[src/inc/rpt_regs.svh]
// Encodings, field codes and timing counts of the ramp PWM timer
`ifndef RPT_REGS_SVH
`define RPT_REGS_SVH

// ------------------------------------------------------------
// Counting schemes
// ------------------------------------------------------------
`define RPT_SCH_ONE        2'h0
`define RPT_SCH_TWO        2'h1
`define RPT_SCH_FOUR       2'h2
`define RPT_SCH_DUAL       2'h3

// ------------------------------------------------------------
// Fault input modes
// ------------------------------------------------------------
`define RPT_MODE_OFF       4'h0
`define RPT_MODE_BOTH_LO   4'h4
`define RPT_MODE_BOTH_HI   4'h7
`define RPT_MODE_SW_WAIT   4'h7
`define RPT_MODE_EDGE_REST 4'h9
`define RPT_MODE_LVL_REST  4'ha

// ------------------------------------------------------------
// Delay logic
// ------------------------------------------------------------
`define RPT_DSEL_BLANK     2'h1
`define RPT_DTRIG_ASET     2'h0
`define RPT_DTRIG_ACLR     2'h1
`define RPT_DTRIG_BSET     2'h2
`define RPT_DTRIG_CYCLE    2'h3
`define RPT_PRESC_ONES     3'h7

// ------------------------------------------------------------
// Digital filter: last count before the filtered level follows
// ------------------------------------------------------------
`define RPT_FILT_LAST      2'h3

`endif

[src/inc/rpt_pkg.sv]
// Types shared by the ramp PWM timer
package rpt_pkg;

  localparam int CNT_W = 12;
  localparam int DLY_W = 8;

  typedef logic [CNT_W-1:0] rpt_cnt_t;

  typedef struct packed {
    rpt_cnt_t aSet;
    rpt_cnt_t aClr;
    rpt_cnt_t bSet;
    rpt_cnt_t bClr;
  } rpt_cmp_t;

  typedef struct packed {
    logic updEoc;
    logic updNow;
    logic restart;
    logic capA;
    logic capB;
    logic disable_end_cycle_strobe;
  } rpt_cmd_t;

  typedef struct packed {
    logic       trigEn;
    logic       action;
    logic       filter;
    logic       asyncDet;
    logic [3:0] mode;
  } rpt_evcfg_t;

  typedef struct packed {
    logic [1:0]       sel;
    logic [1:0]       trig;
    logic [1:0]       presc;
    logic [DLY_W-1:0] value;
  } rpt_dlycfg_t;

  typedef enum logic [3:0] {
    DEAD_A = 4'b0001,
    ON_A   = 4'b0010,
    DEAD_B = 4'b0100,
    ON_B   = 4'b1000
  } rpt_phase_t;

  typedef struct packed {
    logic             enS1;
    logic             enS2;
    logic             enPrev;
    logic             run;
    rpt_cmd_t         cmdPend;
    rpt_cmp_t         act;
    logic             updPend;
    logic             disPend;
    rpt_cnt_t         cnt;
    logic             dirUp;
    rpt_phase_t       phase;
    logic             outA;
    logic             outB;
    logic             halt;
    logic [1:0]       evS1;
    logic [1:0]       evS2;
    logic [1:0]       evFilt;
    logic [1:0][1:0]  filtCnt;
    logic [1:0]       evPrev;
    logic [1:0]       restOff;
    logic             blank;
    logic [DLY_W-1:0] blankCnt;
    logic [2:0]       presc;
    rpt_cnt_t         capA;
    rpt_cnt_t         capB;
  } rpt_state_t;

endpackage : rpt_pkg

[src/design/rpt_ramp_pwm_timer.sv]
// Ramp PWM timer with two fault or capture event inputs
`timescale 1ns/1ns
`include "rpt_regs.svh"
module rpt_ramp_pwm_timer
  import rpt_pkg::*;
(
  // Clock and reset
  input  wire logic        ref_clk,
  input  wire logic        resetn,
  // Static configuration
  input  wire logic        enable,
  input  wire logic [1:0]  waveformSchemeSelect,
  input  wire rpt_evcfg_t  evCfgA,
  input  wire rpt_evcfg_t  evCfgB,
  input  wire rpt_dlycfg_t dlyCfg,
  // Buffered compare values
  input  wire rpt_cmp_t    cmpBuf,
  // Command strobes
  input  wire rpt_cmd_t    cmdStrobe,
  // Event inputs
  input  wire logic        eventInA,
  input  wire logic        eventInB,
  // Status
  output logic             enableReadyFlag,
  output logic             commandReady,
  output logic             timerRunning,
  output rpt_cnt_t         captureA,
  output rpt_cnt_t         captureB,
  // Waveform outputs
  output logic             waveformOutA,
  output logic             waveformOutB
);

  rpt_state_t             s;
  rpt_state_t             n;
  rpt_evcfg_t [1:0]       evCfg;
  logic       [1:0]       evRaw;
  logic       [1:0]       evLvl;
  logic       [1:0]       faultOn;
  logic       [1:0]       flowFault;
  logic       [1:0]       outKill;
  logic       [1:0]       killBoth;
  logic       [1:0]       haltReq;
  logic       [1:0]       capEdge;
  logic       [1:0]       outOn;
  logic       [1:0]       restSet;
  logic                   killA;
  logic                   killB;
  rpt_cmd_t               cmd;
  logic                   startEv;
  logic                   eoc;
  logic                   delay_trigger_select;
  logic       [2:0]       prescMask;
  rpt_cnt_t               initTop;

  assign evCfg[0] = evCfgA;
  assign evCfg[1] = evCfgB;
  assign evRaw    = {eventInB, eventInA};
  assign outOn    = {s.outB, s.outA};

  // ------------------------------------------------------------
  // Per-input event processing
  // ------------------------------------------------------------
  for (genvar gi = 0; gi < 2; gi++) begin : g_in
    logic masked;
    // Blanking only ever masks input A
    assign masked        = (gi == 0) & s.blank;
    // Async detection bypasses the filter
    assign evLvl[gi]     = (evCfg[gi].filter & ~evCfg[gi].asyncDet) ?
                           s.evFilt[gi] : s.evS2[gi];
    assign faultOn[gi]   = evCfg[gi].trigEn & ~evCfg[gi].action &
                           (evCfg[gi].mode != `RPT_MODE_OFF);
    assign flowFault[gi] = faultOn[gi] & evLvl[gi] & ~masked;
    // Async detection gates the outputs straight from the pin
    assign outKill[gi]   = faultOn[gi] & ~masked &
                           (evCfg[gi].asyncDet ? evRaw[gi] : evLvl[gi]);
    assign killBoth[gi]  = (evCfg[gi].mode >= `RPT_MODE_BOTH_LO) &
                           (evCfg[gi].mode <= `RPT_MODE_BOTH_HI);
    assign haltReq[gi]   = flowFault[gi] & (evCfg[gi].mode == `RPT_MODE_SW_WAIT);
    assign capEdge[gi]   = evCfg[gi].trigEn & evCfg[gi].action &
                           evLvl[gi] & ~s.evPrev[gi];
    // Output stays off for the rest of its on-time
    assign restSet[gi]   = outOn[gi] & faultOn[gi] &
                           (((evCfg[gi].mode == `RPT_MODE_EDGE_REST) &
                             evLvl[gi] & ~s.evPrev[gi] & ~masked) |
                            ((evCfg[gi].mode == `RPT_MODE_LVL_REST) & outKill[gi]));
  end

  assign killA = s.halt | s.restOff[0] | (outKill[0] & ~killBoth[0]) |
                 (outKill[0] & killBoth[0]) | (outKill[1] & killBoth[1]);
  assign killB = s.halt | s.restOff[1] | (outKill[1] & ~killBoth[1]) |
                 (outKill[1] & killBoth[1]) | (outKill[0] & killBoth[0]);

  assign prescMask = ~(`RPT_PRESC_ONES << dlyCfg.presc);
  assign cmd       = s.cmdPend;
  assign startEv   = s.enS2 & ~s.enPrev;
  assign initTop   = startEv ? cmpBuf.bClr : s.act.bClr;

  // ------------------------------------------------------------
  // Next state
  // ------------------------------------------------------------
  always_comb begin
    n       = s;
    eoc     = 1'b0;
    delay_trigger_select = 1'b0;

    // Enable crosses into the core through two stages
    n.enS1   = enable;
    n.enS2   = s.enS1;
    n.enPrev = s.enS2;
    n.evS1   = evRaw;
    n.evS2   = s.evS1;
    n.evPrev = evLvl;

    for (int i = 0; i < 2; i++) begin
      if (s.evS2[i] == s.evFilt[i]) begin
        n.filtCnt[i] = '0;
      end else if (s.filtCnt[i] == `RPT_FILT_LAST) begin
        n.evFilt[i]  = s.evS2[i];
        n.filtCnt[i] = '0;
      end else begin
        n.filtCnt[i] = s.filtCnt[i] + 1'b1;
      end
    end

    // Strobes are held one cycle, then handed to the core
    if (commandReady) begin
      n.cmdPend = cmdStrobe;
    end else begin
      n.cmdPend = '0;
    end

    if (cmd.capA | capEdge[0]) begin
      n.capA = s.cnt;
    end
    if (cmd.capB | capEdge[1]) begin
      n.capB = s.cnt;
    end

    if (!s.enS2) begin
      n.run     = 1'b0;
      n.outA    = 1'b0;
      n.outB    = 1'b0;
      n.halt    = 1'b0;
      n.restOff = '0;
    end else if (startEv) begin
      n.run     = 1'b1;
      n.act     = cmpBuf;
      n.updPend = 1'b0;
      n.disPend = 1'b0;
      n.cnt     = (waveformSchemeSelect == `RPT_SCH_DUAL) ? initTop : '0;
      n.dirUp   = 1'b0;
      n.phase   = DEAD_A;
      n.outA    = 1'b0;
      n.outB    = 1'b0;
      n.halt    = 1'b0;
      n.restOff = '0;
    end else if (s.run) begin
      if (cmd.updNow) begin
        n.act = cmpBuf;
      end
      if (cmd.updEoc) begin
        n.updPend = 1'b1;
      end
      if (cmd.disable_end_cycle_strobe) begin
        n.disPend = 1'b1;
      end

      if (cmd.restart) begin
        n.cnt   = (waveformSchemeSelect == `RPT_SCH_DUAL) ? initTop : '0;
        n.dirUp = 1'b0;
        n.phase = DEAD_A;
        n.outA  = 1'b0;
        n.outB  = 1'b0;
        n.halt  = 1'b0;
      end else if (!s.halt) begin
        case (waveformSchemeSelect)
          `RPT_SCH_ONE: begin
            if (s.cnt == s.act.bClr) begin
              n.cnt  = '0;
              n.outA = 1'b0;
              n.outB = 1'b0;
              eoc    = 1'b1;
            end else begin
              n.cnt = s.cnt + 1'b1;
              if (s.cnt == s.act.aSet) begin
                n.outA = 1'b1;
              end
              if ((s.cnt == s.act.aClr) && (s.act.aClr >= s.act.aSet)) begin
                n.outA = 1'b0;
              end
              if (s.cnt == s.act.bSet) begin
                n.outB = 1'b1;
              end
            end
          end
          `RPT_SCH_TWO: begin
            if (s.phase == DEAD_A) begin
              if (s.cnt == s.act.aClr) begin
                n.cnt   = '0;
                n.outA  = 1'b0;
                n.phase = DEAD_B;
              end else begin
                n.cnt = s.cnt + 1'b1;
                if (s.cnt == s.act.aSet) begin
                  n.outA = 1'b1;
                end
              end
            end else begin
              if (s.cnt == s.act.bClr) begin
                n.cnt   = '0;
                n.outB  = 1'b0;
                n.phase = DEAD_A;
                eoc     = 1'b1;
              end else begin
                n.cnt = s.cnt + 1'b1;
                if (s.cnt == s.act.bSet) begin
                  n.outB = 1'b1;
                end
              end
            end
          end
          `RPT_SCH_FOUR: begin
            n.cnt = s.cnt + 1'b1;
            case (s.phase)
              DEAD_A: begin
                if (s.cnt == s.act.aSet) begin
                  n.cnt   = '0;
                  n.phase = ON_A;
                  n.outA  = 1'b1;
                end
              end
              ON_A: begin
                if (s.cnt == s.act.aClr) begin
                  n.cnt   = '0;
                  n.phase = DEAD_B;
                  n.outA  = 1'b0;
                end
              end
              DEAD_B: begin
                if (s.cnt == s.act.bSet) begin
                  n.cnt   = '0;
                  n.phase = ON_B;
                  n.outB  = 1'b1;
                end
              end
              ON_B: begin
                if (s.cnt == s.act.bClr) begin
                  n.cnt   = '0;
                  n.phase = DEAD_A;
                  n.outB  = 1'b0;
                  eoc     = 1'b1;
                end
              end
              default: begin
                n.cnt   = '0;
                n.phase = DEAD_A;
              end
            endcase
          end
          default: begin
            // A-clear takes no part in this scheme
            if (!s.dirUp) begin
              if (s.cnt == s.act.aSet) begin
                n.outA = 1'b1;
              end
              if (s.cnt == s.act.bSet) begin
                n.outB = 1'b0;
              end
              // Each end point is held for two clocks
              if (s.cnt == '0) begin
                n.dirUp = 1'b1;
              end else begin
                n.cnt = s.cnt - 1'b1;
              end
            end else begin
              if (s.cnt == s.act.aSet) begin
                n.outA = 1'b0;
              end
              if (s.cnt == s.act.bSet) begin
                n.outB = 1'b1;
              end
              if (s.cnt == s.act.bClr) begin
                n.dirUp = 1'b0;
                eoc     = 1'b1;
              end else begin
                n.cnt = s.cnt + 1'b1;
              end
            end
          end
        endcase
      end

      // Event set wins over restart
      if (|haltReq) begin
        n.halt = 1'b1;
      end

      if (eoc) begin
        if (s.updPend | cmd.updEoc) begin
          n.act     = cmpBuf;
          n.updPend = 1'b0;
        end
        if (s.disPend | cmd.disable_end_cycle_strobe) begin
          n.run     = 1'b0;
          n.disPend = 1'b0;
          n.outA    = 1'b0;
          n.outB    = 1'b0;
        end
      end
    end

    // ------------------------------------------------------------
    // Rest-of-on-time suppression
    // ------------------------------------------------------------
    for (int i = 0; i < 2; i++) begin
      if (restSet[i]) begin
        n.restOff[i] = 1'b1;
      end else if (!outOn[i]) begin
        n.restOff[i] = 1'b0;
      end
    end

    // ------------------------------------------------------------
    // Input blanking on the prescaled delay clock
    // ------------------------------------------------------------
    case (dlyCfg.trig)
      `RPT_DTRIG_ASET: delay_trigger_select = n.outA & ~s.outA;
      `RPT_DTRIG_ACLR: delay_trigger_select = ~n.outA & s.outA;
      `RPT_DTRIG_BSET: delay_trigger_select = n.outB & ~s.outB;
      default:         delay_trigger_select = eoc;
    endcase

    if (delay_trigger_select && (dlyCfg.sel == `RPT_DSEL_BLANK)) begin
      n.blank    = 1'b1;
      n.blankCnt = '0;
      n.presc    = '0;
    end else if (s.blank) begin
      n.presc = s.presc + 1'b1;
      if (s.blankCnt == dlyCfg.value) begin
        n.blank = 1'b0;
      end else if ((s.presc & prescMask) == prescMask) begin
        n.presc    = '0;
        n.blankCnt = s.blankCnt + 1'b1;
      end
    end
  end

  // ------------------------------------------------------------
  // State register
  // ------------------------------------------------------------
  always_ff @(posedge ref_clk) begin
    if (!resetn) begin
      s       <= '0;
      s.phase <= DEAD_A;
    end else begin
      s <= n;
    end
  end

  // ------------------------------------------------------------
  // Outputs
  // ------------------------------------------------------------
  assign enableReadyFlag = (s.enS1 == enable) & (s.enS2 == enable);
  assign commandReady    = ~|s.cmdPend;
  assign timerRunning    = s.run;
  assign captureA        = s.capA;
  assign captureB        = s.capB;
  assign waveformOutA    = s.outA & ~killA;
  assign waveformOutB    = s.outB & ~killB;

endmodule : rpt_ramp_pwm_timer

[config.mk]
export PLATFORM = sky130hd
export DESIGN_NAME = rpt_ramp_pwm_timer
export DESIGN_NICKNAME = d
export VERILOG_FILES = /design/src/inc/rpt_pkg.sv /design/src/design/rpt_ramp_pwm_timer.sv
export VERILOG_INCLUDE_DIRS = /design/src /design/src/inc
export SDC_FILE = /design/constraint.sdc
export NUM_CORES = 1
export LEC_CHECK = 0
export ABC_AREA = 1
export BUFFER_PORTS_ARGS = -buffer_cell sky130_fd_sc_hd__clkbuf_2
export CAP_MARGIN = 15
export CORE_AREA = 3 3 136 138
export CTS_CLUSTER_SIZE = 8
export DETAILED_ROUTE_END_ITERATION = 8
export DIE_AREA = 0 0 139 141
export GPL_TIMING_DRIVEN = 0
export PLACE_DENSITY_LB_ADDON = 0.08
export SETUP_SLACK_MARGIN = 0.5
export SLEW_MARGIN = 20
export SYNTH_ARGS = -nofsm -noshare
export SYNTH_HDL_FRONTEND = slang
export SYNTH_SLANG_ARGS = --single-unit
[constraint.sdc]
create_clock -name ref_clk -period 2.9 [get_ports ref_clk]
set_clock_uncertainty 0.2 [all_clocks]
set_input_delay 0.145 -clock ref_clk [delete_from_list [all_inputs] [get_ports ref_clk]]
set_output_delay 0.145 -clock ref_clk [all_outputs]
set_load 0.01 [all_outputs]
==> qor.yml, run 1 <==
outcome:
  status: "finished with violations"
  violations: "hold timing"
synthesis:
  syn_area_mm2: 0.00865
  synth_flop_cell: "dfxtp_1"
  syn-num-nets: 1367
  ys_types: 52
  synth_area_leaders: "dfxtp_1 (30%), nand2_1 (11%), inv_1 (6.2%)"
  syn_inst: 1252
  ys.warnings.count: 0
  async_flop_share: 0
  ys_seq_area_frac: 0.301
  synth.top_cell.area_share: 0.301
  synth-edff-count: 0
  yosys.area.top_type: "dfxtp_1"
  syn_avg_cell_area_um2: 6.91
  ys_seq_elements: 130
placed_design:
  place_area_mm2: 0.00953
  post-place-ws_ps: 72.0
  dp_hpwl_um: 20100
  io_buffers: 119
  gp_congestion: 0.953
critical_path:
  r2r_end: "s[27]"
  crit_path_frequent_cell: "nand2_2"
  reg2reg_depth: 18
  endpoint_kind: "flip-flop"
  worstPathRequired_ps: 3020
  r2r_slack_ps: 220
  crit_slowest_cell: "dfxtp_2"
  worstReg2RegStart: "s[58]"
  path_cells: "buf_8, buf_6, xor2_1, nor2_1, nand2_1, nor2_4, nand3_1, a21oi_1, nor2_1, nand2_1, nand2_2, nand2_2, nand3_2, nand4_2, nand2_2, nand2_4, bufbuf_16, nor2_4"
  slowest_delay_ps: 330
  arrival_ps: 2800
  setup.worst_path.start_class: "flip-flop"
  path_class: "flip-flop to flip-flop"
  path_max_fanout: 6
sta:
  worst_pin_slew_ps: 897
  layout_min_cycle_time_ps: 2680
  setup_viol: 0
  setup_slack_ps: 222
  hold_ws_ps: -34.7
  max_freq_mhz: 373
  slew_headroom: 0.402
  slew_violations: 0
  finalCritPeriodShare: 0.923
  hold_viol: 2
  grt_setup_unrepaired: "true"
  finalSetupTns_ps: 0
routing:
  routed_via_density: 5.68
  avgRoutedWirePerCell_um: 17.7
  drtIter0Drc: 982
  drc_errors: 0
  num_vias: 10060
  drt-total-wl_um: 31400
  ant_nets: 0
  drtPass1Iterations: 6
power:
  power_mw: 6.06
  p_leak_nw: 5.59
  peakVddDrop_uv: 441
  cellPowerDensity_mw_per_mm2: 494
global_route:
  antenna_found_initial: 0
  grt_pass1_wl_um: 47500
  grt_max_degree: 17
  overflow: 0
  grt_pass1_vias: 9416
  track_usage: 0.298
clock_tree:
  clk_latency_ps: 430
  clock_path_buffers: 2
  cts_tree: "built"
  cts.sinks: 130
  cts_buffers: 17
  htree_levels: 4
  clk_pin_slew_worst_paths_ps: 60
  clockRootBuffer: "clkbuf_16"
floorplan:
  rows: 48
  dieHeight_um: 141
  initial_core_util: 0.500
  num_io_pins: 120
  core_area_mm2: 0.0173
  fp.dieW_um: 139
  die-area_mm2: 0.0196
finish:
  multi_input_area_mm2: 0.00535
  layout_common_cells: "nand2_1 (227), clkbuf_2 (128), inv_1 (127)"
  seq_area_mm2: 0.00263
  fill_cells: 1411
  diodes: 0
  layout_commonest_cell: "nand2_1"
  nNetsFinal: 1650
  areaGrowthSynthToFinish_pct: 41.8
  final_area_mm2: 0.0123
  drive_gt1_frac: 0.311
worst_hold_path:
  worstHoldStart: "evCfgB[5]"
  hold_end: "s[39]"
  hold_path.class: "primary input to flip-flop"
  whs_path_depth: 5
run:
  maxCapViolCount: 0
[kinds of logic after synthesis]
| group | Yosys count | synth area share |
|---|---|---|
| buffers and inverters | 249 | 0.141 |
| and+or+nand+nor | 493 | 0.251 |
| DFF | 130 | 0.301 |
| muxes | 2 | 0.00246 |
| AOI/OAI and AO/OA | 306 | 0.222 |
| adders and majority gates | 24 | 0.0347 |
| xor gates and xnor gates | 48 | 0.0486 |
[flip-flops by register name (all words and copies together) (netlist names)]
name,count
n,4
timerRunning,1
captureB,12
captureA,12
g_in.masked,1
cmd,6
s,92
outOn,2
[synth_stat cells, types with 10 or more instances]
cell type  number
buf_4          26
a221oi_1       27
a221oi_2       10
nor3_1         14
nand2_1       255
clkbuf_1       43
nor2_1         92
dfxtp_1       130
nand4_1        36
ha_1           24
a21oi_1       103
xor2_1         24
o21ai_0        89
nor2_2         15
xnor2_1        24
buf_6          19
inv_1         142
nand3_1        49
a31oi_1        13
o211ai_1       44
[area by class of cell]
type | instances | share of cell area
Multi-Input combinational cell | 874 | 0.436
Sequential cell | 130 | 0.215
Timing Repair Buffer | 263 | 0.164
Buffer | 95 | 0.0580
Inverter | 154 | 0.0534
Clock buffer | 17 | 0.0347
Tap cell | 225 | 0.0230
Clock inverter | 14 | 0.0165
[power breakdown]
group | total [mW] | internal (mW) | switching, mW | leakage (nW)
Combinational | 1.74 | 0.766 | 0.977 | 4.21
Clock | 2.36 | 1.45 | 0.907 | 0.310
Sequential | 1.96 | 1.89 | 0.0705 | 1.07
[per-stage QoR]
step,instances,utilization
3_5_place_dp,1596,0.551
3_3_place_gp,1596,0.551
2_1_floorplan,1252,-
6_report,1772,0.709
5_1_grt,1772,0.709
4_1_cts,1743,0.669
[per-layer routing]
layer | track usage | wire (µm) | up-vias
met5 | 0 | 0 | -
met2 | 0.486 | 15000 | 492
li1 | - | - | 4784
met4 | 0.124 | 1040 | 0
met1 | 0.387 | 12700 | 4675
met3 | 0.0587 | 2700 | 109
[worst max-delay path by stage]
stage	startpoint	end	slack (ps)	cells after the start
4_1_cts	s[58]	s[30]	330	20
2_1_floorplan	s[119]	s[28]	680	19
3_5_place_dp	timerRunning	s[118]	70	7
6_report	s[58]	s[27]	220	18
3_3_place_gp	timerRunning	s[118]	20	7
5_1_grt	s[63]	s[27]	120	17
[what timing repair did]
action,4_1_cts,5_1_grt
setup buffers,43,26
endpoints found under the hold margin,70,0
hold buffers,68,0
endpoints found under the setup margin,97,95
gates cloned,5,3
resized for setup,115,152
pin swaps,23,65
[worst max-delay path: cells and delay by family (launching register included)]
kind                   cells  cell delay (ps)
AO/OA/AOI/OAI              1              210
XOR/XNOR                   1              150
buffers and inverters      3              520
flip-flops                 1              330
AND/OR/NAND/NOR           13             1150
Power figures use the tool's default switching activity.
==> run 2, diff against run 1 <==
==> constraint.sdc (replaced) <==
create_clock -name ref_clk -period 3.1 [get_ports ref_clk]
set_clock_uncertainty 0.2 [all_clocks]
set_input_delay 0.155 -clock ref_clk [delete_from_list [all_inputs] [get_ports ref_clk]]
set_output_delay 0.155 -clock ref_clk [all_outputs]
set_load 0.01 [all_outputs]
==> run 2 against run 1 <==
The flow now finishes without violations; sequential share of layout area rose by 0.98 points; core utilization fell by 3.0 points; maximum frequency rose by 2.2%; worst hold slack improved by 58 ps; first-iteration DRC count fell by 13%; register-to-register slack improved by 260 ps; setup slack improved by 260 ps; clock power fell by 7%; final area fell by 4.3%; die area did not move; sequential power fell by 6%.
==> qor.yml, run 2 (same netlist as run 1, synthesis figures left out) <==
finish:
  areaGrowthSynthToFinish_pct: 35.7
  drive_gt1_frac: 0.270  # -0.0408
  utilization: 0.679  # -0.0302
  diodes: 0  # unchanged
  largest-register: "s"
  nNetsFinal: 1617  # -2.0%
  seq_area_mm2: 0.00264  # about the same
  fill_cells: 1506  # +6.7%
  final_area_mm2: 0.0117  # -4.3%
  multi_input_area_mm2: 0.00524  # -1.9%
  layout_commonest_cell: "nand2_1"
  stdcell_count: 1739  # -1.9%
  largest_reg_flops: 92  # unchanged
  layout_common_cells: "nand2_1 (237), clkbuf_2 (129), inv_1 (127)"
routing:
  routed_via_density: 5.63  # -0.92%
  drc_errors: 0  # unchanged
  drtIter0Drc: 850  # -13%
  ant_nets: 0  # unchanged
  avgRoutedWirePerCell_um: 17.2  # -2.9%
  drt-total-wl_um: 29900  # -4.7%
  drtPass1Iterations: 6  # unchanged
  num_vias: 9782  # -2.8%
global_route:
  antenna_found_initial: 0  # unchanged
  grt_max_degree: 17  # unchanged
  overflow: 0  # unchanged
  grt_pass1_vias: 8762  # -6.9%
  grt_pass1_wl_um: 44900  # -5.5%
  track_usage: 0.282  # -0.0158
sta:
  finalSetupTns_ps: 0  # unchanged
  setup_viol: 0  # unchanged
  hold_viol: 0  # -2
  finalCritPeriodShare: 0.845  # -0.0784
  worst_pin_slew_ps: 1000  # +108 ps
  hold_ws_ps: 23.7  # +58.5 ps
  slew_violations: 0  # unchanged
  slew_headroom: 0.323  # -0.0788
  layout_min_cycle_time_ps: 2620  # -58.2 ps
  max_freq_mhz: 382  # +2.2%
  setup_slack_ps: 480  # +258 ps
  grt_setup_unrepaired: "true"
worst_hold_path:
  hold_path.class: "primary input to flip-flop"
  whs_path_depth: 4  # -1
  hold_end: "s[60]"
  worstHoldStart: "resetn"
run:
  maxCapViolCount: 0  # unchanged
floorplan:
  dieHeight_um: 141  # unchanged
  rows: 48  # unchanged
  die-area_mm2: 0.0196  # unchanged
  core_area_mm2: 0.0173  # unchanged
  num_io_pins: 120  # unchanged
  fp.dieW_um: 139  # unchanged
  initial_core_util: 0.500  # unchanged
critical_path:
  setup.worst_path.start_class: "flip-flop"
  worstPathRequired_ps: 3170  # +150 ps
  worstReg2RegStart: "timerRunning"
  crit_path_frequent_cell: "inv_1"
  path_cells: "inv_1, a21oi_4, inv_1, clkbuf_2, clkbuf_1, a21oi_1, a221oi_2"
  path_max_fanout: 10  # +4
  reg2reg_depth: 7  # -11
  slowest_delay_ps: 540  # +210 ps
  r2r_slack_ps: 480  # +260 ps
  path_buf_inv: 4  # +1
  endpoint_kind: "flip-flop"
  path_class: "flip-flop to flip-flop"
  crit_slowest_cell: "dfxtp_1"
  r2r_end: "s[114]"
  crit_family: "buffers and inverters"
  arrival_ps: 2690  # -110 ps
power:
  peakVddDrop_uv: 407  # -7.8%
  p_leak_nw: 5.33  # -4.6%
  cellPowerDensity_mw_per_mm2: 463  # -6.3%
  power_mw: 5.44  # -10%
placed_design:
  place_area_mm2: 0.00953  # unchanged
  gp_congestion: 0.953  # unchanged
  post-place-ws_ps: 272  # +200 ps
  placed_cells: 1596  # unchanged
  io_buffers: 119  # unchanged
  dp_hpwl_um: 20100  # unchanged
clock_tree:
  htree_levels: 4  # unchanged
  clk_latency_ps: 430  # about the same
  cts_buffers: 17  # unchanged
  clock_path_buffers: 2  # unchanged
  clk_pin_slew_worst_paths_ps: 60  # about the same
  clockRootBuffer: "clkbuf_16"
  cts.sinks: 130  # unchanged
  cts_tree: "built"
outcome:
  status: "completed"
run 2: changes by cell type in the layout (fill, tap and decap cells not counted), moves of 7 or more:
cell     before  now
nand2_1     227  237
nor2_2       20   11
buf_8        14    5
o21ai_1      16    0
o21ai_0      58   88
a21oi_2       8    1
nand2_2      30   20
o21ai_2      15    1
buf_4        83   69
buf_6        20   13
run 2: worst max path at each step:
stage / from / end / slack, ps / cells after the start
after floorplan: s[119] / s[28] / 880 / 19
after global placement: timerRunning / s[118] / 220 / 7
after detailed placement: timerRunning / s[118] / 270 / 7
after CTS: timerRunning / s[94] / 470 / 6
after global routing: timerRunning / s[114] / 420 / 7
final: timerRunning / s[114] / 480 / 7
run 2: layout make-up:
cell class                 count  area share
inverter                     154      0.0566
multi-input combinational    873       0.447
timing repair buffer         231       0.139
tap                          225      0.0240
buffer                        95      0.0557
clock inverter                14      0.0173
clock buffer                  17      0.0362
sequential                   130       0.224
run 2: metal layers:
metal | vias up | global-route usage | part of all wire | wire, µm
met5 | - | 0 | 0 | 0
met4 | 0 | 0.106 | 0.023 | 688
met3 | 63 | 0.0560 | 0.083 | 2490
met2 | 434 | 0.455 | 0.48 | 14200
met1 | 4567 | 0.375 | 0.42 | 12500
li1 | 4718 | - | - | -
run 2: what timing repair did:
item / CTS / global route
hold endpoints to repair: 70 / 0
setup buffers: 0 / 42
gates resized for setup: 12 / 157
setup endpoints to repair: 72 / 82
cloned: 0 / 4
pin swaps: 0 / 32
hold buffers: 66 / 0
run 2: power breakdown:
part,internal (mW),switching (mW),total [mW],leakage [nW]
Clock,1.36,0.833,2.19,0.310
Combinational,0.579,0.832,1.41,3.95
Sequential,1.77,0.0686,1.84,1.07
run 2: worst register-to-register path: stages (launching register included):
cell	delay [ps]
dfxtp_1	540
inv_1	220
a21oi_4	290
inv_1	190
clkbuf_2	270
clkbuf_1	320
a21oi_1	320
a221oi_2	110
